<file path="config.mk">
export PLATFORM = sky130hd
export DESIGN_NAME = stc_core
export DESIGN_NICKNAME = d
export VERILOG_FILES = /design/src/stc_pkg.sv /design/src/stc_core.sv
export VERILOG_INCLUDE_DIRS = /design/src /design/src/src
export SDC_FILE = /design/constraint.sdc
export NUM_CORES = 1
export LEC_CHECK = 0
export ABC_AREA = 1
export BUFFER_PORTS_ARGS = -buffer_cell sky130_fd_sc_hd__clkbuf_2
export CAP_MARGIN = 15
export CELL_PAD_IN_SITES_DETAIL_PLACEMENT = 0
export CELL_PAD_IN_SITES_GLOBAL_PLACEMENT = 2
export CORE_UTILIZATION = 37
export CTS_CLUSTER_DIAMETER = 60
export DETAILED_ROUTE_END_ITERATION = 16
export MAX_ROUTING_LAYER = met4
export PLACE_DENSITY_LB_ADDON = 0.1
export SLEW_MARGIN = 20
export SYNTH_ARGS = -nofsm -noshare
export SYNTH_HDL_FRONTEND = slang
export SYNTH_SLANG_ARGS = --single-unit
</file>
<file path="constraint.sdc">
create_clock -name clock_in -period 4.02 [get_ports clock_in]
set_input_delay 0.402 -clock clock_in [delete_from_list [all_inputs] [get_ports clock_in]]
set_output_delay 0.402 -clock clock_in [all_outputs]
set_load 0.02 [all_outputs]
</file>
<file path="src/stc_defs.svh">
// register indices, field positions, reset values and bus codes of the timer core
// assumes a 32-bit register bus, one aligned word per index (byte address = 4 * index)
`ifndef STC_DEFS_SVH
`define STC_DEFS_SVH

`define STC_IDX_STATUS 8'h20
`define STC_IDX_CNT_H 8'h22
`define STC_IDX_CNT_L 8'h23
`define STC_IDX_MOD_H 8'h24
`define STC_IDX_MOD_L 8'h25
`define STC_IDX_CHCTL_BASE 8'h26
`define STC_IDX_CHVAL_BASE 8'h30

`define STC_TOF_BIT 7
`define STC_OVERFLOW_INTERRUPT_ENABLE_BIT 6
`define STC_COUNTER_STOP_BIT_BIT 5
`define STC_TRST_BIT 4
`define STC_PS_MSB 2
`define STC_PS_LSB 0
`define STC_PS_EXT 3'h7

`define STC_CHF_BIT 7
`define STC_CHIE_BIT 6
`define STC_MSB_BIT 5
`define STC_MSA_BIT 4
`define STC_ELSB_BIT 3
`define STC_ELSA_BIT 2
`define STC_TOV_BIT 1
`define STC_MAX_BIT 0

`define STC_OVERFLOW_INTERRUPT_ENABLE_RESET 1'h0
`define STC_COUNTER_STOP_BIT_RESET 1'h1
`define STC_PS_RESET 3'h0
`define STC_MOD_RESET 16'hffff
`define STC_CHCTL_RESET 7'h00
`define STC_CHVAL_RESET 16'h0000

`define STC_RESP_OKAY 2'h0
`define STC_RESP_SLVERR 2'h2

`endif

</file>
<file path="src/stc_pkg.sv">
// types shared by the timer core
// assumes the constants header is included by every user
package stc_pkg;

  typedef enum logic [1:0] {
    STC_CH_IDLE,
    STC_CH_CAPTURE,
    STC_CH_COMPARE
  } stc_ch_mode_t;

  typedef enum logic [1:0] {
    STC_EDGE_NONE,
    STC_EDGE_RISE,
    STC_EDGE_FALL,
    STC_EDGE_ANY
  } stc_edge_t;

endpackage
</file>
<file path="src/stc_core.sv">
// six-channel 16-bit timer counter core with an AXI4-Lite register slave
// assumes all inputs but external_timer_clock_pin_in synchronous to clock_in; low-power and break states come from the system
//
// The implementer's own choice: register access over AXI4-Lite.
`timescale 1ns/1ns
`include "stc_defs.svh"

module stc_core import stc_pkg::*; #(
  parameter int NCH = 6
) (
  input wire logic clock_in,
  input wire logic resetn_in,
  input wire logic [9:0] s_axi_awaddr_in,
  input wire logic s_axi_awvalid_in,
  output logic s_axi_awready_out,
  input wire logic [31:0] s_axi_wdata_in,
  input wire logic [3:0] s_axi_wstrb_in,
  input wire logic s_axi_wvalid_in,
  output logic s_axi_wready_out,
  output logic [1:0] s_axi_bresp_out,
  output logic s_axi_bvalid_out,
  input wire logic s_axi_bready_in,
  input wire logic [9:0] s_axi_araddr_in,
  input wire logic s_axi_arvalid_in,
  output logic s_axi_arready_out,
  output logic [31:0] s_axi_rdata_out,
  output logic [1:0] s_axi_rresp_out,
  output logic s_axi_rvalid_out,
  input wire logic s_axi_rready_in,
  input wire logic wait_mode_in,
  input wire logic stop_mode_in,
  input wire logic break_in,
  input wire logic break_clear_enable_in,
  input wire logic external_timer_clock_pin_in,
  output logic ext_clk_force_input_out,
  input wire logic [NCH-1:0] ch_pin_in,
  output logic [NCH-1:0] ch_pin_out,
  output logic [NCH-1:0] ch_pin_oe_out,
  output logic ovf_irq_out,
  output logic [NCH-1:0] ch_irq_out,
  output logic wake_req_out
);

  if (NCH < 1 || NCH > 8) begin : g_check
    $error("stc_core: NCH must be 1 to 8");
  end

  function automatic logic idx_mapped(input logic [7:0] idx);
    logic hit;
    hit = (idx == `STC_IDX_STATUS) || (idx == `STC_IDX_CNT_H) || (idx == `STC_IDX_CNT_L) ||
          (idx == `STC_IDX_MOD_H) || (idx == `STC_IDX_MOD_L);
    for (int k = 0; k < NCH; k++) begin
      if (idx == `STC_IDX_CHCTL_BASE + 8'(k) || idx == `STC_IDX_CHVAL_BASE + 8'(k)) begin
        hit = 1'b1;
      end
    end
    return hit;
  endfunction

  function automatic logic ps_tick(input logic [5:0] div, input logic [2:0] ps);
    logic t;
    unique case (ps)
      3'h0: t = 1'b1;
      3'h1: t = div[0];
      3'h2: t = &div[1:0];
      3'h3: t = &div[2:0];
      3'h4: t = &div[3:0];
      3'h5: t = &div[4:0];
      3'h6: t = &div[5:0];
      3'h7: t = 1'b0;
    endcase
    return t;
  endfunction

  function automatic stc_ch_mode_t ch_mode(input logic [6:0] ctl);
    stc_ch_mode_t m;
    if (ctl[`STC_ELSB_BIT:`STC_ELSA_BIT] == 2'h0) begin
      m = STC_CH_IDLE;
    end else if (ctl[`STC_MSB_BIT] || ctl[`STC_MSA_BIT]) begin
      m = STC_CH_COMPARE;
    end else begin
      m = STC_CH_CAPTURE;
    end
    return m;
  endfunction

  // bus slave state
  logic aw_full_q;
  logic [7:0] aw_idx_q;
  logic w_full_q;
  logic [31:0] wdata_q;
  logic [3:0] wstrb_q;
  logic bvalid_q;
  logic [1:0] bresp_q;
  logic rvalid_q;
  logic [31:0] rdata_q;
  logic [1:0] rresp_q;
  logic [31:0] rdata_d;
  logic [7:0] ar_idx;
  logic wr_go;
  logic rd_go;
  logic wr_en;
  logic rd_en;
  logic protect;

  // timer state
  logic overflow_interrupt_enable_q;
  logic counter_stop_bit_q;
  logic [2:0] ps_q;
  logic tof_q;
  logic tof_arm_q;
  logic [15:0] cnt_q;
  logic [15:0] mod_q;
  logic mod_inhibit_q;
  logic [5:0] div_q;
  logic ext_s1_q;
  logic ext_s2_q;
  logic ext_s3_q;
  logic latch_q;
  logic [7:0] lowbuf_q;
  logic running;
  logic tick;
  logic at_mod;
  logic ovf_event;
  logic cnt_rst;
  logic status_wr;
  logic tof_clear;
  logic [NCH-1:0] chf;
  logic [NCH-1:0] chie;
  logic [7:0] chctl_rd [NCH];
  logic [15:0] chval_rd [NCH];

  assign ar_idx = s_axi_araddr_in[9:2];
  assign wr_go = aw_full_q && w_full_q && !bvalid_q;
  assign rd_go = s_axi_arvalid_in && !rvalid_q;
  // no access while the processor waits; such cycles end in an error answer
  assign wr_en = wr_go && !wait_mode_in && idx_mapped(aw_idx_q);
  assign rd_en = rd_go && !wait_mode_in && idx_mapped(ar_idx);
  assign protect = break_in && !break_clear_enable_in;

  assign s_axi_awready_out = !aw_full_q;
  assign s_axi_wready_out = !w_full_q;
  assign s_axi_bvalid_out = bvalid_q;
  assign s_axi_bresp_out = bresp_q;
  assign s_axi_arready_out = !rvalid_q;
  assign s_axi_rvalid_out = rvalid_q;
  assign s_axi_rdata_out = rdata_q;
  assign s_axi_rresp_out = rresp_q;

  always_ff @(posedge clock_in) begin
    if (!resetn_in) begin
      aw_full_q <= 1'b0;
      aw_idx_q <= 8'h00;
    end else if (s_axi_awvalid_in && !aw_full_q) begin
      aw_full_q <= 1'b1;
      aw_idx_q <= s_axi_awaddr_in[9:2];
    end else if (wr_go) begin
      aw_full_q <= 1'b0;
    end
  end

  always_ff @(posedge clock_in) begin
    if (!resetn_in) begin
      w_full_q <= 1'b0;
      wdata_q <= 32'h0000_0000;
      wstrb_q <= 4'h0;
    end else if (s_axi_wvalid_in && !w_full_q) begin
      w_full_q <= 1'b1;
      wdata_q <= s_axi_wdata_in;
      wstrb_q <= s_axi_wstrb_in;
    end else if (wr_go) begin
      w_full_q <= 1'b0;
    end
  end

  always_ff @(posedge clock_in) begin
    if (!resetn_in) begin
      bvalid_q <= 1'b0;
      bresp_q <= `STC_RESP_OKAY;
    end else if (wr_go) begin
      bvalid_q <= 1'b1;
      bresp_q <= wr_en ? `STC_RESP_OKAY : `STC_RESP_SLVERR;
    end else if (s_axi_bready_in) begin
      bvalid_q <= 1'b0;
    end
  end

  always_comb begin
    rdata_d = 32'h0000_0000;
    if (ar_idx == `STC_IDX_STATUS) begin
      rdata_d[`STC_TOF_BIT] = tof_q;
      rdata_d[`STC_OVERFLOW_INTERRUPT_ENABLE_BIT] = overflow_interrupt_enable_q;
      rdata_d[`STC_COUNTER_STOP_BIT_BIT] = counter_stop_bit_q;
      rdata_d[`STC_PS_MSB:`STC_PS_LSB] = ps_q;
    end else if (ar_idx == `STC_IDX_CNT_H) begin
      rdata_d[7:0] = cnt_q[15:8];
    end else if (ar_idx == `STC_IDX_CNT_L) begin
      rdata_d[7:0] = latch_q ? lowbuf_q : cnt_q[7:0];
    end else if (ar_idx == `STC_IDX_MOD_H) begin
      rdata_d[7:0] = mod_q[15:8];
    end else if (ar_idx == `STC_IDX_MOD_L) begin
      rdata_d[7:0] = mod_q[7:0];
    end
    for (int k = 0; k < NCH; k++) begin
      if (ar_idx == `STC_IDX_CHCTL_BASE + 8'(k)) begin
        rdata_d[7:0] = chctl_rd[k];
      end
      if (ar_idx == `STC_IDX_CHVAL_BASE + 8'(k)) begin
        rdata_d[15:0] = chval_rd[k];
      end
    end
  end

  always_ff @(posedge clock_in) begin
    if (!resetn_in) begin
      rvalid_q <= 1'b0;
      rdata_q <= 32'h0000_0000;
      rresp_q <= `STC_RESP_OKAY;
    end else if (rd_go) begin
      rvalid_q <= 1'b1;
      rdata_q <= rd_en ? rdata_d : 32'h0000_0000;
      rresp_q <= rd_en ? `STC_RESP_OKAY : `STC_RESP_SLVERR;
    end else if (s_axi_rready_in) begin
      rvalid_q <= 1'b0;
    end
  end

  // status and control
  assign status_wr = wr_en && aw_idx_q == `STC_IDX_STATUS && wstrb_q[0];
  assign cnt_rst = status_wr && wdata_q[`STC_TRST_BIT];
  assign tof_clear = status_wr && !wdata_q[`STC_TOF_BIT] && tof_arm_q && !protect;

  always_ff @(posedge clock_in) begin
    if (!resetn_in) begin
      overflow_interrupt_enable_q <= `STC_OVERFLOW_INTERRUPT_ENABLE_RESET;
      counter_stop_bit_q <= `STC_COUNTER_STOP_BIT_RESET;
      ps_q <= `STC_PS_RESET;
    end else if (status_wr) begin
      overflow_interrupt_enable_q <= wdata_q[`STC_OVERFLOW_INTERRUPT_ENABLE_BIT];
      counter_stop_bit_q <= wdata_q[`STC_COUNTER_STOP_BIT_BIT];
      ps_q <= wdata_q[`STC_PS_MSB:`STC_PS_LSB];
    end
  end

  // set beats clear, and any new overflow drops a half-done clear
  always_ff @(posedge clock_in) begin
    if (!resetn_in) begin
      tof_q <= 1'b0;
    end else if (ovf_event) begin
      tof_q <= 1'b1;
    end else if (tof_clear) begin
      tof_q <= 1'b0;
    end
  end

  always_ff @(posedge clock_in) begin
    if (!resetn_in) begin
      tof_arm_q <= 1'b0;
    end else if (ovf_event) begin
      tof_arm_q <= 1'b0;
    end else if (protect) begin
      tof_arm_q <= tof_arm_q;
    end else if (rd_en && ar_idx == `STC_IDX_STATUS && tof_q) begin
      tof_arm_q <= 1'b1;
    end else if (status_wr) begin
      tof_arm_q <= 1'b0;
    end
  end

  assign ovf_irq_out = tof_q && overflow_interrupt_enable_q;
  assign wake_req_out = ovf_irq_out || (|ch_irq_out);

  // clock source
  assign ext_clk_force_input_out = ps_q == `STC_PS_EXT;

  always_ff @(posedge clock_in) begin
    if (!resetn_in) begin
      ext_s1_q <= 1'b0;
      ext_s2_q <= 1'b0;
      ext_s3_q <= 1'b0;
    end else begin
      ext_s1_q <= external_timer_clock_pin_in;
      ext_s2_q <= ext_s1_q;
      ext_s3_q <= ext_s2_q;
    end
  end

  // wait mode keeps counting; stop mode, break and the stop bit freeze it
  assign running = !counter_stop_bit_q && !stop_mode_in && !break_in;
  assign tick = running && (ps_q == `STC_PS_EXT ? (ext_s2_q && !ext_s3_q) :
                ps_tick(div_q, ps_q));
  assign at_mod = cnt_q == mod_q;
  assign ovf_event = tick && at_mod && !mod_inhibit_q;

  always_ff @(posedge clock_in) begin
    if (!resetn_in) begin
      div_q <= 6'h00;
    end else if (cnt_rst) begin
      div_q <= 6'h00;
    end else if (running) begin
      div_q <= div_q + 6'h01;
    end
  end

  // reset-bit wins over ticking, so stop plus reset parks at zero
  always_ff @(posedge clock_in) begin
    if (!resetn_in) begin
      cnt_q <= 16'h0000;
    end else if (cnt_rst) begin
      cnt_q <= 16'h0000;
    end else if (tick) begin
      cnt_q <= at_mod ? 16'h0000 : cnt_q + 16'h0001;
    end
  end

  always_ff @(posedge clock_in) begin
    if (!resetn_in) begin
      mod_q <= `STC_MOD_RESET;
      mod_inhibit_q <= 1'b0;
    end else if (wr_en && wstrb_q[0] && aw_idx_q == `STC_IDX_MOD_H) begin
      mod_q[15:8] <= wdata_q[7:0];
      mod_inhibit_q <= 1'b1;
    end else if (wr_en && wstrb_q[0] && aw_idx_q == `STC_IDX_MOD_L) begin
      mod_q[7:0] <= wdata_q[7:0];
      mod_inhibit_q <= 1'b0;
    end
  end

  // latch survives a break on purpose; software must read the low byte
  always_ff @(posedge clock_in) begin
    if (!resetn_in) begin
      latch_q <= 1'b0;
      lowbuf_q <= 8'h00;
    end else if (cnt_rst) begin
      latch_q <= 1'b0;
      lowbuf_q <= 8'h00;
    end else if (rd_en && ar_idx == `STC_IDX_CNT_H && !latch_q) begin
      latch_q <= 1'b1;
      lowbuf_q <= cnt_q[7:0];
    end else if (rd_en && ar_idx == `STC_IDX_CNT_L) begin
      latch_q <= 1'b0;
    end
  end

  // channels
  for (genvar i = 0; i < NCH; i++) begin : g_ch
    logic [6:0] ctl_q;
    logic [15:0] val_q;
    logic f_q;
    logic arm_q;
    logic pin_q;
    logic out_q;
    logic ev;
    logic cap;
    logic cmp;
    logic ctl_wr;
    logic f_clear;
    logic edge_hit;
    stc_ch_mode_t mode;
    stc_edge_t edge_sel;

    assign mode = ch_mode(ctl_q);
    assign edge_sel = stc_edge_t'(ctl_q[`STC_ELSB_BIT:`STC_ELSA_BIT]);
    assign ctl_wr = wr_en && wstrb_q[0] && aw_idx_q == `STC_IDX_CHCTL_BASE + 8'(i);
    assign f_clear = ctl_wr && !wdata_q[`STC_CHF_BIT] && arm_q && !protect;

    always_comb begin
      edge_hit = 1'b0;
      unique case (edge_sel)
        STC_EDGE_NONE: edge_hit = 1'b0;
        STC_EDGE_RISE: edge_hit = ch_pin_in[i] && !pin_q;
        STC_EDGE_FALL: edge_hit = !ch_pin_in[i] && pin_q;
        STC_EDGE_ANY: edge_hit = ch_pin_in[i] != pin_q;
      endcase
    end

    // captures need a live timer: no stop bit, no break, no stop mode
    assign cap = mode == STC_CH_CAPTURE && edge_hit && !counter_stop_bit_q && !break_in &&
                 !stop_mode_in;
    assign cmp = mode == STC_CH_COMPARE && tick && cnt_q == val_q;
    assign ev = cap || cmp;

    always_ff @(posedge clock_in) begin
      if (!resetn_in) begin
        pin_q <= 1'b0;
      end else begin
        pin_q <= ch_pin_in[i];
      end
    end

    always_ff @(posedge clock_in) begin
      if (!resetn_in) begin
        ctl_q <= `STC_CHCTL_RESET;
      end else if (ctl_wr) begin
        ctl_q <= wdata_q[6:0];
      end
    end

    always_ff @(posedge clock_in) begin
      if (!resetn_in) begin
        val_q <= `STC_CHVAL_RESET;
      end else if (cap) begin
        val_q <= cnt_q;
      end else if (wr_en && aw_idx_q == `STC_IDX_CHVAL_BASE + 8'(i)) begin
        if (wstrb_q[1]) begin
          val_q[15:8] <= wdata_q[15:8];
        end
        if (wstrb_q[0]) begin
          val_q[7:0] <= wdata_q[7:0];
        end
      end
    end

    always_ff @(posedge clock_in) begin
      if (!resetn_in) begin
        f_q <= 1'b0;
      end else if (ev) begin
        f_q <= 1'b1;
      end else if (f_clear) begin
        f_q <= 1'b0;
      end
    end

    always_ff @(posedge clock_in) begin
      if (!resetn_in) begin
        arm_q <= 1'b0;
      end else if (ev) begin
        arm_q <= 1'b0;
      end else if (protect) begin
        arm_q <= arm_q;
      end else if (rd_en && ar_idx == `STC_IDX_CHCTL_BASE + 8'(i) && f_q) begin
        arm_q <= 1'b1;
      end else if (ctl_wr) begin
        arm_q <= 1'b0;
      end
    end

    always_ff @(posedge clock_in) begin
      if (!resetn_in) begin
        out_q <= 1'b1;
      end else if (mode != STC_CH_COMPARE) begin
        out_q <= !ctl_q[`STC_MSA_BIT];
      end else if (cmp) begin
        unique case (edge_sel)
          STC_EDGE_RISE: out_q <= !out_q;
          STC_EDGE_FALL: out_q <= 1'b0;
          STC_EDGE_ANY: out_q <= 1'b1;
          default: out_q <= out_q;
        endcase
      end else if (tick && at_mod && ctl_q[`STC_TOV_BIT]) begin
        out_q <= !out_q;
      end
    end

    assign ch_pin_out[i] = (ctl_q[`STC_MAX_BIT] && !ctl_q[`STC_TOV_BIT]) ? 1'b1 : out_q;
    assign ch_pin_oe_out[i] = mode == STC_CH_COMPARE;
    assign chf[i] = f_q;
    // flag sits above ctl_q, so the enable keeps its register position here
    assign chie[i] = ctl_q[`STC_CHIE_BIT];
    assign chctl_rd[i] = {f_q, ctl_q};
    assign chval_rd[i] = val_q;
  end

  assign ch_irq_out = chf & chie;

endmodule

</file>
=== Word level (Yosys, flattened, before mapping) ===
Index checks and enable logic that the tools add are counted.

* Output and inout port bits: 62
* Bits in registers: 286
* Bits of input ports: 74

* Eq/ne operators: 96
* Multiplexer cells: 140
* Add/sub/neg operators: 2
* Bitwise operators: 4
* Reduce and logical (&&, ||, !) cells: 301

{| class="wikitable"
|+ Operator list
! kind !! count
|-
| 16-bit two-way mux || 20
|-
| 8-bit by 6-bit == test with 1-bit output (second input constant) || 34
|-
| 1-bit logical AND || 133
|-
| 16-bit == test || 7
|-
| 8-bit two-way mux || 14
|-
| 1-bit two-way mux || 76
|-
| 2-bit nonzero test || 38
|-
| 2-bit AND reduction || 27
|-
| 1-bit logical NOT || 44
|-
| 2-bit == test (second input constant) || 18
|-
| 1-bit logical OR || 33
|-
| 2-bit two-way mux || 15
|-
| 5-bit by 1-bit inequality test with 1-bit output (second input constant) || 6
|-
| 2-bit by 1-bit == test with 1-bit output (second input constant) || 12
|-
| 1-bit case mux with 4 select lines || 6
|-
| 1-bit case mux with 3 select lines || 6
|-
| 3-bit nonzero test || 6
|-
| 16-bit by 1-bit adder with 16-bit output (second input constant) || 1
|-
| 2-bit OR reduction || 8
|-
| 3-bit == test (second input constant) || 4
|-
| 2-bit logical NOT || 6
|-
| 2-bit inequality test (second input constant) || 6
|-
| 1-bit case mux with 7 select lines || 1
|-
| 6-bit by 1-bit adder with 6-bit output (second input constant) || 1
|-
| other kinds (12) || 21
|}

=== Depth between registers and ports, before layout ===
Gate-level depths: netlist of the first run.

* Depth after elaboration: 20
* Gate-level depth with buffers: 20

=== Worst setup path before layout of the first run ===
OpenSTA, ideal clock, no wires.

* Kind: reg2reg
* Start: register div_q[0]
* End: register cnt_q[13]
* Setup slack: 1.822 ns
* Period minus slack after synthesis: 2.198 ns
* Arrival time: 2.083 ns
* Stages on the path, launching flop included: 21
* Library setup time: 0.114 ns
* Cell sequence: dfxtp_1 -> ha_1 -> inv_1 -> nor2_4 -> ha_1 -> a21oi_1 -> nand2_1 -> nand2_1 -> nand2_2 -> nand3_4 -> clkinv_2 -> nand2_4 -> nor2_4 -> nand2_2 -> nor2_4 -> nand2_2 -> nor2_4 -> nand2_2 -> nor2_2 -> xor2_1 -> nor2_1

* Longest elaborated chain between the ends: 4
* Elaborated cells on any way between the ends: 8
* Those cells by class: mux: 2; reduce/logical: 6

{| class="wikitable"
|+ Ends and longest elaborated chain
! item !! RTL line !! source
|-
| from (decl) || stc_core.sv:115 || <nowiki>logic [5:0] div_q;</nowiki>
|-
| from (signal assigned) || stc_core.sv:301 || <nowiki>div_q <= div_q + 6'h01;</nowiki>
|-
| 6-bit AND reduction (tied with other cells) || stc_core.sv:69 || <nowiki>3'h6: t = &div[5:0];</nowiki>
|-
| 1-bit case mux with 7 select lines * || stc_core.sv:62 || <nowiki>unique case (ps)</nowiki>
|-
| 1-bit two-way mux * || stc_core.sv:290 || <nowiki>assign tick = running && (ps_q == `STC_PS_EXT ? (ext_s2_q && !ext_s3_q) :</nowiki>
|-
| 1-bit logical AND * || stc_core.sv:290 ||
|-
| to (signal assigned) || stc_core.sv:312 || <nowiki>cnt_q <= at_mod ? 16'h0000 : cnt_q + 16'h0001;</nowiki>
|-
| to (decl) || stc_core.sv:112 || <nowiki>logic [15:0] cnt_q;</nowiki>
|}

Every way passes the cells marked *; elsewhere a longest branch is shown, timed or not.
A chain may end at the register's enable or synchronous reset.

=== Final worst setup path of the first run ===
* Start: register div_q[0]
* End: register g_ch[0].out_q

* Longest elaborated chain between the ends: 8
* Elaborated cells on any way between the ends: 17
* Those cells by class: eq/ne: 1; mux: 4; reduce/logical: 12

{| class="wikitable"
|+ Ends and longest elaborated chain
! item !! RTL line !! source
|-
| 6-bit AND reduction (tied with other cells) || stc_core.sv:69 ||
|-
| 1-bit case mux with 7 select lines * || stc_core.sv:62 ||
|-
| 1-bit two-way mux * || stc_core.sv:290 ||
|-
| 1-bit logical AND * || stc_core.sv:290 ||
|-
| 1-bit logical AND (on tied branches) (2 in series) || stc_core.sv:380, stc_core.sv:450 ||
|-
| 5-bit by 1-bit inequality test with 1-bit output (no source line) (tied with other cells) || -- ||
|-
| 2-bit AND reduction (no source line) or 1-bit two-way mux (tied branches) || -- ||
|-
| to (signal assigned) || stc_core.sv:442 || <nowiki>out_q <= !ctl_q[`STC_MSA_BIT];</nowiki>
|-
| to (signal assigned) || stc_core.sv:445 || <nowiki>STC_EDGE_RISE: out_q <= !out_q;</nowiki>
|-
| to (signal assigned) || stc_core.sv:448 || <nowiki>default: out_q <= out_q;</nowiki>
|-
| to (decl) || stc_core.sv:352 || <nowiki>logic out_q;</nowiki>
|}

Marks and branches as above.

==> metrics.txt, run 1 <==
# TYPE chip_impl_metric gauge
chip_impl_metric{name="finClkSkew",unit="ns"} 0.0287
chip_impl_metric{name="worst_setup_hold_path_clk_slew",unit="ns"} 0.06
chip_impl_metric{name="final-setup-viol-count",unit=""} 0
chip_impl_metric{name="cp.arrival",unit="ns"} 3.45
chip_impl_metric{name="maxCapViolations",unit=""} 0
chip_impl_metric{name="first_global_vias",unit=""} 14200
chip_impl_metric{name="min_period_over_period",unit="%"} 74.5
chip_impl_metric{name="synth.yosys.warnings",unit=""} 0
chip_impl_metric{name="crit_path_max_fanout",unit=""} 14
chip_impl_info{name="rsz_0062_raised_after_global_routing",value="no"} 1
chip_impl_metric{name="ys_seq_elements",unit=""} 268
chip_impl_metric{name="insertion_delay",unit="ns"} 0.57
chip_impl_info{name="crit_path_end_kind",value="flip-flop"} 1
chip_impl_metric{name="muxShareOfSynthArea",unit="%"} 0
chip_impl_info{name="synthTopCellsByCount",value="sky130_fd_sc_hd__nand2_1 (526), sky130_fd_sc_hd__dfxtp_1 (268), sky130_fd_sc_hd__o21ai_0 (227), sky130_fd_sc_hd__inv_1 (202), sky130_fd_sc_hd__a21oi_1 (153)"} 1
chip_impl_metric{name="die-width",unit="um"} 206
chip_impl_metric{name="cts.repair.resized",unit=""} 0
chip_impl_metric{name="final_core_util",unit="%"} 42.6
chip_impl_metric{name="filler_cell_count",unit=""} 4413
chip_impl_info{name="routing_layer_with_the_top_usage_in_global_route",value="met2"} 1
chip_impl_metric{name="synth_edf_count",unit=""} 0
chip_impl_info{name="critPathKind",value="reg2reg"} 1
chip_impl_metric{name="cts_htree_levels",unit=""} 2
chip_impl_metric{name="maximum_number_of_pins_on_one_net_before_global_route_repair",unit=""} 70
chip_impl_metric{name="drt_drc_violations_left",unit=""} 6
chip_impl_metric{name="n_antenna_cell",unit=""} 0
chip_impl_metric{name="post_synth_inst_count",unit=""} 2235
chip_impl_metric{name="global_route.usage.met3",unit="%"} 4.81
chip_impl_metric{name="synth-seq-area-share",unit="%"} 34.7
chip_impl_metric{name="synth_area_per_cell",unit="um^2"} 6.92
chip_impl_metric{name="finalHoldViolCount",unit=""} 0
chip_impl_metric{name="max_clock_freq",unit="MHz"} 334
chip_impl_metric{name="area_share_of_the_largest_cell_type_after_synthesis",unit="%"} 34.7
chip_impl_metric{name="boundaryPins",unit=""} 136
chip_impl_metric{name="timing.slew.headroom",unit="%"} 25.6
chip_impl_metric{name="synth_xor_xnor_area_share",unit="%"} 4.19
chip_impl_metric{name="routed_via_density",unit=""} 5.39
chip_impl_metric{name="synthAdderAreaFrac",unit="%"} 2.26
chip_impl_metric{name="sequentialPowerShare",unit="%"} 42.9
chip_impl_metric{name="drt-total-wl",unit="um"} 63000
chip_impl_metric{name="layout-area-overhead-vs-synth",unit="%"} 13.0
chip_impl_metric{name="p_sw_share",unit="%"} 25.5
chip_impl_info{name="holdCritPathClass",value="in2reg"} 1
chip_impl_info{name="status",value="complete, but fails checks"} 1
chip_impl_metric{name="final.setup.tns",unit="ns"} 0
chip_impl_metric{name="timing.final.crit_period",unit="ns"} 3.00
chip_impl_metric{name="netlist_area_before_placement",unit="um^2"} 15500
chip_impl_metric{name="r2r_setup_slack",unit="ns"} 1.02
chip_impl_info{name="post-synth-top-count-cell",value="sky130_fd_sc_hd__nand2_1"} 1
chip_impl_metric{name="first_iter_violations",unit=""} 1311
chip_impl_metric{name="final_net_count",unit=""} 2399
chip_impl_metric{name="grt_antenna_before_repair",unit=""} 1
chip_impl_metric{name="p_leak",unit="nW"} 6.98
chip_impl_metric{name="synth_simple_gate_area_share",unit="%"} 26.7
chip_impl_metric{name="hpwlAfterDp",unit="um"} 46800
chip_impl_metric{name="placement_rows",unit=""} 74
chip_impl_metric{name="num_vias",unit=""} 15400
chip_impl_metric{name="power_frac_comb",unit="%"} 4.8
chip_impl_metric{name="die-area",unit="um^2"} 42600
chip_impl_metric{name="place.gp.congestion",unit=""} 0.962
chip_impl_info{name="synth.area.top_cells",value="sky130_fd_sc_hd__dfxtp_1 (35%), sky130_fd_sc_hd__nand2_1 (13%), sky130_fd_sc_hd__o21ai_0 (7.3%)"} 1
chip_impl_metric{name="initial_core_util",unit="%"} 37.7
chip_impl_metric{name="tritoncts_buffers",unit=""} 37
chip_impl_metric{name="p_int",unit="mW"} 4.84
chip_impl_metric{name="share_clk_of_total_power",unit="%"} 52.4
chip_impl_metric{name="cts_num_sinks",unit=""} 268
chip_impl_metric{name="grt_first_pass_wirelength",unit="um"} 92300
chip_impl_metric{name="max-clock-path-buffers",unit=""} 3
chip_impl_metric{name="slew_of_the_pin_with_the_lowest_slew_margin",unit="ns"} 1.11
chip_impl_info{name="clock_tree.root_cell",value="sky130_fd_sc_hd__clkbuf_16"} 1
chip_impl_metric{name="p_total",unit="mW"} 6.49
chip_impl_metric{name="met1_grt_util",unit="%"} 39.6
chip_impl_metric{name="floorplan.die.height",unit="um"} 206
chip_impl_metric{name="grt_usage",unit="%"} 30.7
chip_impl_metric{name="ir_worst_vdd",unit="mV"} 0.203
chip_impl_metric{name="port_buffers",unit=""} 95
chip_impl_metric{name="finalMaxSlewViolations",unit=""} 0
chip_impl_metric{name="postRouteAntennaNets",unit=""} 0
chip_impl_metric{name="drive_gt1_share",unit="%"} 13.9
chip_impl_metric{name="power-per-cell-area",unit="nW/um^2"} 371
chip_impl_info{name="critical_path.startpoint_type",value="flip-flop"} 1
chip_impl_info{name="yosysTopAreaCell",value="sky130_fd_sc_hd__dfxtp_1"} 1
chip_impl_info{name="synth_ff_type",value="sky130_fd_sc_hd__dfxtp_1"} 1
chip_impl_metric{name="synthArstFlopShare",unit="%"} 0
chip_impl_metric{name="grt_overflow_total",unit=""} 0
chip_impl_metric{name="synth.lib_cells_used.distinct",unit=""} 63
chip_impl_metric{name="design.core.area",unit="um^2"} 41000
chip_impl_metric{name="compound_gate_fraction_of_synth_area",unit="%"} 20.9
chip_impl_metric{name="data_required_critical_path",unit="ns"} 4.47
chip_impl_info{name="violations",value="design-rule violations"} 1
chip_impl_metric{name="grtUsageMet2",unit="%"} 48.0
chip_impl_info{name="tritoncts",value="built"} 1
chip_impl_info{name="main_combinational_cell_family_by_area_after_synthesis",value="simple AND/OR/NAND/NOR gates"} 1
chip_impl_metric{name="firstDrtPassIters",unit=""} 12
chip_impl_metric{name="net_switching_power",unit="mW"} 1.65
chip_impl_metric{name="route.detailed.wl_per_inst",unit="um"} 22.1
-- metrics by stage --
step           cell area [um^2]  worst slack, ns  std cells  hold slack (ns)
6_report                  17500             1.02       2856           0.0596
5_1_grt                   17500            0.806       2856           0.0711
4_1_cts                   17500             1.05       2856           0.0416
3_5_place_dp              16200             1.01       2789            0.403
3_3_place_gp              16200             1.01       2789            0.397
2_1_floorplan             15500             1.82       2252            0.390
-- worst max-delay path, stage by stage, from the launching register on --
cell	delay [ns]
sky130_fd_sc_hd__dfxtp_1	0.38
sky130_fd_sc_hd__ha_1	0.23
sky130_fd_sc_hd__inv_1	0.09
sky130_fd_sc_hd__nor2_4	0.12
sky130_fd_sc_hd__ha_1	0.15
sky130_fd_sc_hd__a21oi_1	0.06
sky130_fd_sc_hd__nand2_1	0.06
sky130_fd_sc_hd__nand2_1	0.06
sky130_fd_sc_hd__nand2_2	0.08
sky130_fd_sc_hd__nand3_4	0.25
sky130_fd_sc_hd__clkinv_2	0.35
sky130_fd_sc_hd__nand4_1	0.36
sky130_fd_sc_hd__nor2_1	0.24
sky130_fd_sc_hd__nand2_1	0.07
sky130_fd_sc_hd__o211ai_1	0.08
sky130_fd_sc_hd__o21ai_0	0.10
sky130_fd_sc_hd__a21oi_1	0.13
sky130_fd_sc_hd__o21ai_0	0.09
-- power groups by stage --
stage	sequential, mW	clock (mW)	combinational, mW
floorplan	2.77	0	0.228
global placement	2.84	0	0.305
detailed placement	2.84	0	0.310
CTS	2.78	3.46	0.312
global route	2.78	3.57	0.350
finish	2.78	3.40	0.310
-- cells by family after synthesis --
group                    Yosys count
AO/OA/AOI/OAI                    577
XOR/XNOR                          74
adder cells (fa/ha/maj)           28
buffers and inverters            379
flip-flops                       268
other                              1
AND/OR/NAND/NOR                  908
-- repair_timing --
action / 4_1_cts / 5_1_grt
hold buffers: 1 / 0
endpoints found under the hold margin: 1 / 0
buffers inserted: 0 / 0
-- registers in the layout, summed over array words and instances, names as in the netlist, 2 cells and up --
register         flops
lowbuf_q             8
g_ch.val_q          96
g_ch.out_q           6
div_q                6
wstrb_q              2
g_ch.f_q             6
wdata_q             16
cnt_q               16
mod_q               16
s_axi_rdata_out     16
aw_idx_q             8
ps_q                 3
g_ch.ctl_q          42
g_ch.arm_q           6
g_ch.pin_q           6
-- placed cells by master, fill, tap and decap left out, drive strengths merged, types with 37 or more instances in the layout --
master  Yosys  final
nand2     544    544
dfxtp     268    268
o21ai     252    252
inv       231    234
a21oi     156    156
nor2      155    155
clkbuf     55    148
a31oi      89     89
nand3      74     74
buf        82     49
nand4      47     47
xnor2      43     43
o211ai     37     37
-- routing by layer --
layer  part of all wire (%)  vias up
met5                      0        -
met4                    3.5        0
met3                    6.1      100
met2                     46      454
met1                     45     7313
li1                       -     7540
-- cell type report --
| type | instances | area, um^2 | area share [%] |
|---|---|---|---|
| tap | 532 | 666 | 3.81 |
| inverter | 241 | 918 | 5.25 |
| multi-input combinational | 1605 | 8440 | 48.3 |
| clock inverter | 12 | 135 | 0.773 |
| clock buffer | 54 | 1110 | 6.36 |
| timing repair buffer | 144 | 848 | 4.85 |
| sequential | 268 | 5370 | 30.7 |
-- final timing paths --
kind | end | from | depth (start not counted)
worst min register to register | ext_s2_q | ext_s1_q | 2
worst min-delay path | aw_idx_q[2] | s_axi_awaddr_in[4] | 3
worst max register to register | g_ch[0].out_q | div_q[0] | 17
worst max-delay path | g_ch[0].out_q | div_q[0] | 17
Power figures use the tool's default switching activity.
==> run 2, diff against run 1 <==
Settings changed: CORE_UTILIZATION 37 to 31.
Clock period 4.02 ns to 2.45 ns, I/O delays scaled along.
==> metrics.txt, run 2 (synthesis gave the netlist of run 1 again) <==
# TYPE chip_impl_metric gauge
chip_impl_info{name="status",value="complete, no violations"} 1
chip_impl_metric{name="max-clock-path-buffers",unit=""} 3
chip_impl_info{name="holdCritPathClass",value="in2reg"} 1
chip_impl_metric{name="met1_wire_length",unit="um"} 31800
chip_impl_metric{name="num_vias",unit=""} 16300
chip_impl_info{name="largest_register",value="g_ch.val_q"} 1
chip_impl_metric{name="die-width",unit="um"} 225
chip_impl_metric{name="maximum_number_of_pins_on_one_net_before_global_route_repair",unit=""} 198
chip_impl_metric{name="first_global_vias",unit=""} 15400
chip_impl_info{name="rsz_0062_raised_after_global_routing",value="yes"} 1
chip_impl_info{name="timing.hold.worst_endpoint",value="wdata_q[1]"} 1
chip_impl_metric{name="postRouteAntennaNets",unit=""} 0
chip_impl_metric{name="min_period_over_period",unit="%"} 98.5
chip_impl_metric{name="ir_worst_vdd",unit="mV"} 0.390
chip_impl_metric{name="cts_htree_levels",unit=""} 2
chip_impl_metric{name="crit_path_max_fanout",unit=""} 4
chip_impl_metric{name="cp.arrival",unit="ns"} 2.87
chip_impl_info{name="critPathKind",value="reg2reg"} 1
chip_impl_info{name="largestRegisters",value="g_ch.val_q x96, g_ch.ctl_q x42"} 1
chip_impl_metric{name="route.detailed.wl_per_inst",unit="um"} 21.1
chip_impl_metric{name="drt-total-wl",unit="um"} 68600
chip_impl_metric{name="firstDrtPassIters",unit=""} 5
chip_impl_metric{name="insertion_delay",unit="ns"} 0.56
chip_impl_info{name="hold_wc_startpoint",value="s_axi_wdata_in[1]"} 1
chip_impl_info{name="final_common_cell",value="sky130_fd_sc_hd__nand2_1"} 1
chip_impl_metric{name="r2r_setup_slack",unit="ns"} 0.04
chip_impl_info{name="regToRegEndpoint",value="cnt_q[14]"} 1
chip_impl_metric{name="drt_drc_violations_left",unit=""} 0
chip_impl_info{name="crit_path_end_kind",value="flip-flop"} 1
chip_impl_info{name="critical_path.startpoint_type",value="flip-flop"} 1
chip_impl_metric{name="data_required_critical_path",unit="ns"} 2.90
chip_impl_info{name="tritoncts",value="built"} 1
chip_impl_metric{name="timing.slew.headroom",unit="%"} 41.1
chip_impl_info{name="clock_tree.root_cell",value="sky130_fd_sc_hd__clkbuf_16"} 1
chip_impl_metric{name="slew_of_the_pin_with_the_lowest_slew_margin",unit="ns"} 0.883
chip_impl_metric{name="placement_rows",unit=""} 81
chip_impl_metric{name="finalWorstSetupSlack",unit="ns"} 0.0356
chip_impl_metric{name="boundaryPins",unit=""} 136
chip_impl_metric{name="met3_wirelength",unit="um"} 3180
chip_impl_metric{name="grt_overflow_total",unit=""} 0
chip_impl_metric{name="maxCapViolations",unit=""} 0
chip_impl_metric{name="grt_first_pass_wirelength",unit="um"} 101000
chip_impl_metric{name="finalMaxSlewViolations",unit=""} 0
chip_impl_metric{name="place.gp.congestion",unit=""} 0.983
chip_impl_metric{name="dp_worst_setup_slack",unit="ns"} -0.164
chip_impl_metric{name="largest_register_ff_count",unit=""} 96
chip_impl_metric{name="floorplan.die.height",unit="um"} 225
chip_impl_metric{name="design.core.area",unit="um^2"} 49100
chip_impl_metric{name="timing.final.crit_period",unit="ns"} 2.41
chip_impl_metric{name="drive_gt1_share",unit="%"} 22.4
chip_impl_metric{name="detailed_place.area",unit="um^2"} 18100
chip_impl_metric{name="finClkSkew",unit="ns"} 0.0157
chip_impl_metric{name="die-area",unit="um^2"} 50800
chip_impl_metric{name="smallest_hold_slack",unit="ns"} 0.0256
chip_impl_metric{name="hpwlAfterDp",unit="um"} 53200
chip_impl_metric{name="tritoncts_buffers",unit=""} 39
chip_impl_metric{name="grt_usage",unit="%"} 27.9
chip_impl_metric{name="max_clock_freq",unit="MHz"} 414
chip_impl_metric{name="met2_wirelength_from_detailed_routing",unit="um"} 31900
chip_impl_metric{name="final_net_count",unit=""} 2653
chip_impl_info{name="critical_path.reg2reg.startpoint",value="div_q[1]"} 1
chip_impl_info{name="route.top_layer_used",value="met4"} 1
chip_impl_metric{name="power-per-cell-area",unit="nW/um^2"} 561
chip_impl_metric{name="first_iter_violations",unit=""} 1297
chip_impl_metric{name="hold_path_depth",unit=""} 3
chip_impl_metric{name="finalHoldViolCount",unit=""} 0
chip_impl_metric{name="grt_antenna_before_repair",unit=""} 0
chip_impl_metric{name="port_buffers",unit=""} 95
chip_impl_metric{name="layout-area-overhead-vs-synth",unit="%"} 30.0
chip_impl_metric{name="worst_r2r_path_depth",unit=""} 18
chip_impl_info{name="most-common-layout-cells",value="sky130_fd_sc_hd__nand2_1 (523), sky130_fd_sc_hd__dfxtp_1 (260), sky130_fd_sc_hd__buf_4 (249)"} 1
chip_impl_metric{name="initial_core_util",unit="%"} 31.5
chip_impl_metric{name="final-setup-viol-count",unit=""} 0
chip_impl_metric{name="final_cell_area",unit="um^2"} 20100
chip_impl_metric{name="p_leak",unit="nW"} 8.32
chip_impl_metric{name="worst_setup_hold_path_clk_slew",unit="ns"} 0.06
chip_impl_metric{name="cts_num_sinks",unit=""} 268
chip_impl_metric{name="routed_via_density",unit=""} 5.01
run 2: cell type report:
type	count	area [um^2]
Antenna cell	1	2.50
Timing Repair inverter	1	7.51
Multi-Input combinational cell	1605	8590
Clock inverter	13	203
Inverter	241	926
Clock buffer	57	1180
Sequential cell	268	5380
Fill cell	5289	28900
Timing Repair Buffer	395	2990
Tap cell	664	831
run 2: worst max path at each step:
stage / slack [ns] / startpoint / cells after the start / end
2_1_floorplan: 0.25 / div_q[0] / 20 / cnt_q[13]
3_3_place_gp: -0.20 / s_axi_araddr_in[5] / 14 / lowbuf_q[7]
3_5_place_dp: -0.16 / s_axi_araddr_in[5] / 14 / lowbuf_q[2]
4_1_cts: -0.02 / div_q[0] / 18 / cnt_q[14]
5_1_grt: -0.13 / div_q[1] / 18 / cnt_q[14]
6_report: 0.04 / div_q[1] / 18 / cnt_q[14]
run 2: what timing repair did:
item	4_1_cts	5_1_grt
hold buffers	36	0
resized for setup	9	46
setup buffers	1	9
cloned	0	1
endpoints found under the hold margin	36	0
setup endpoints to repair	22	35
pin swaps	2	19
run 2: critical path, stage by stage, from the launching register on:
cell	delay [ns]
sky130_fd_sc_hd__dfxtp_2	0.35
sky130_fd_sc_hd__ha_4	0.15
sky130_fd_sc_hd__inv_2	0.04
sky130_fd_sc_hd__nor2_4	0.11
sky130_fd_sc_hd__ha_4	0.15
sky130_fd_sc_hd__a21oi_2	0.04
sky130_fd_sc_hd__nand2_1	0.06
sky130_fd_sc_hd__nand2_1	0.06
sky130_fd_sc_hd__nand2_2	0.07
sky130_fd_sc_hd__nand3_4	0.14
sky130_fd_sc_hd__buf_6	0.17
sky130_fd_sc_hd__nor3_4	0.17
sky130_fd_sc_hd__nand2_1	0.10
sky130_fd_sc_hd__nor2_1	0.13
sky130_fd_sc_hd__nand2_1	0.11
sky130_fd_sc_hd__nor2_2	0.13
sky130_fd_sc_hd__nand4_1	0.10
sky130_fd_sc_hd__xor2_1	0.16
sky130_fd_sc_hd__nor2_1	0.06
run 2: stage by stage:
stage	util (%)	instances	setup TNS [ns]	total power, mW
3_5_place_dp	36.9	3127	-4.32	5.24
2_1_floorplan	-	2252	0	4.92
6_report	41.0	3245	0	11.3
4_1_cts	40.5	3234	-0.0245	11.4
3_3_place_gp	36.9	3127	-4.75	5.24
5_1_grt	41.0	3244	-0.342	11.7
run 2: routing by layer:
layer | global-route usage, % | vias up
li1 | - | 8070
met1 | 36.8 | 7697
met2 | 45.1 | 426
met3 | 2.93 | 78
met4 | 7.94 | 0
met5 | - | -
run 2: where the power goes:
group / switching, mW / leakage, nW / total (mW) / internal, mW
clock network: 2.23 / 0.673 / 6.08 / 3.85
registers: 0.0918 / 2.17 / 4.50 / 4.41
logic: 0.453 / 5.47 / 0.695 / 0.242
total: 2.77 / 8.32 / 11.3 / 8.50
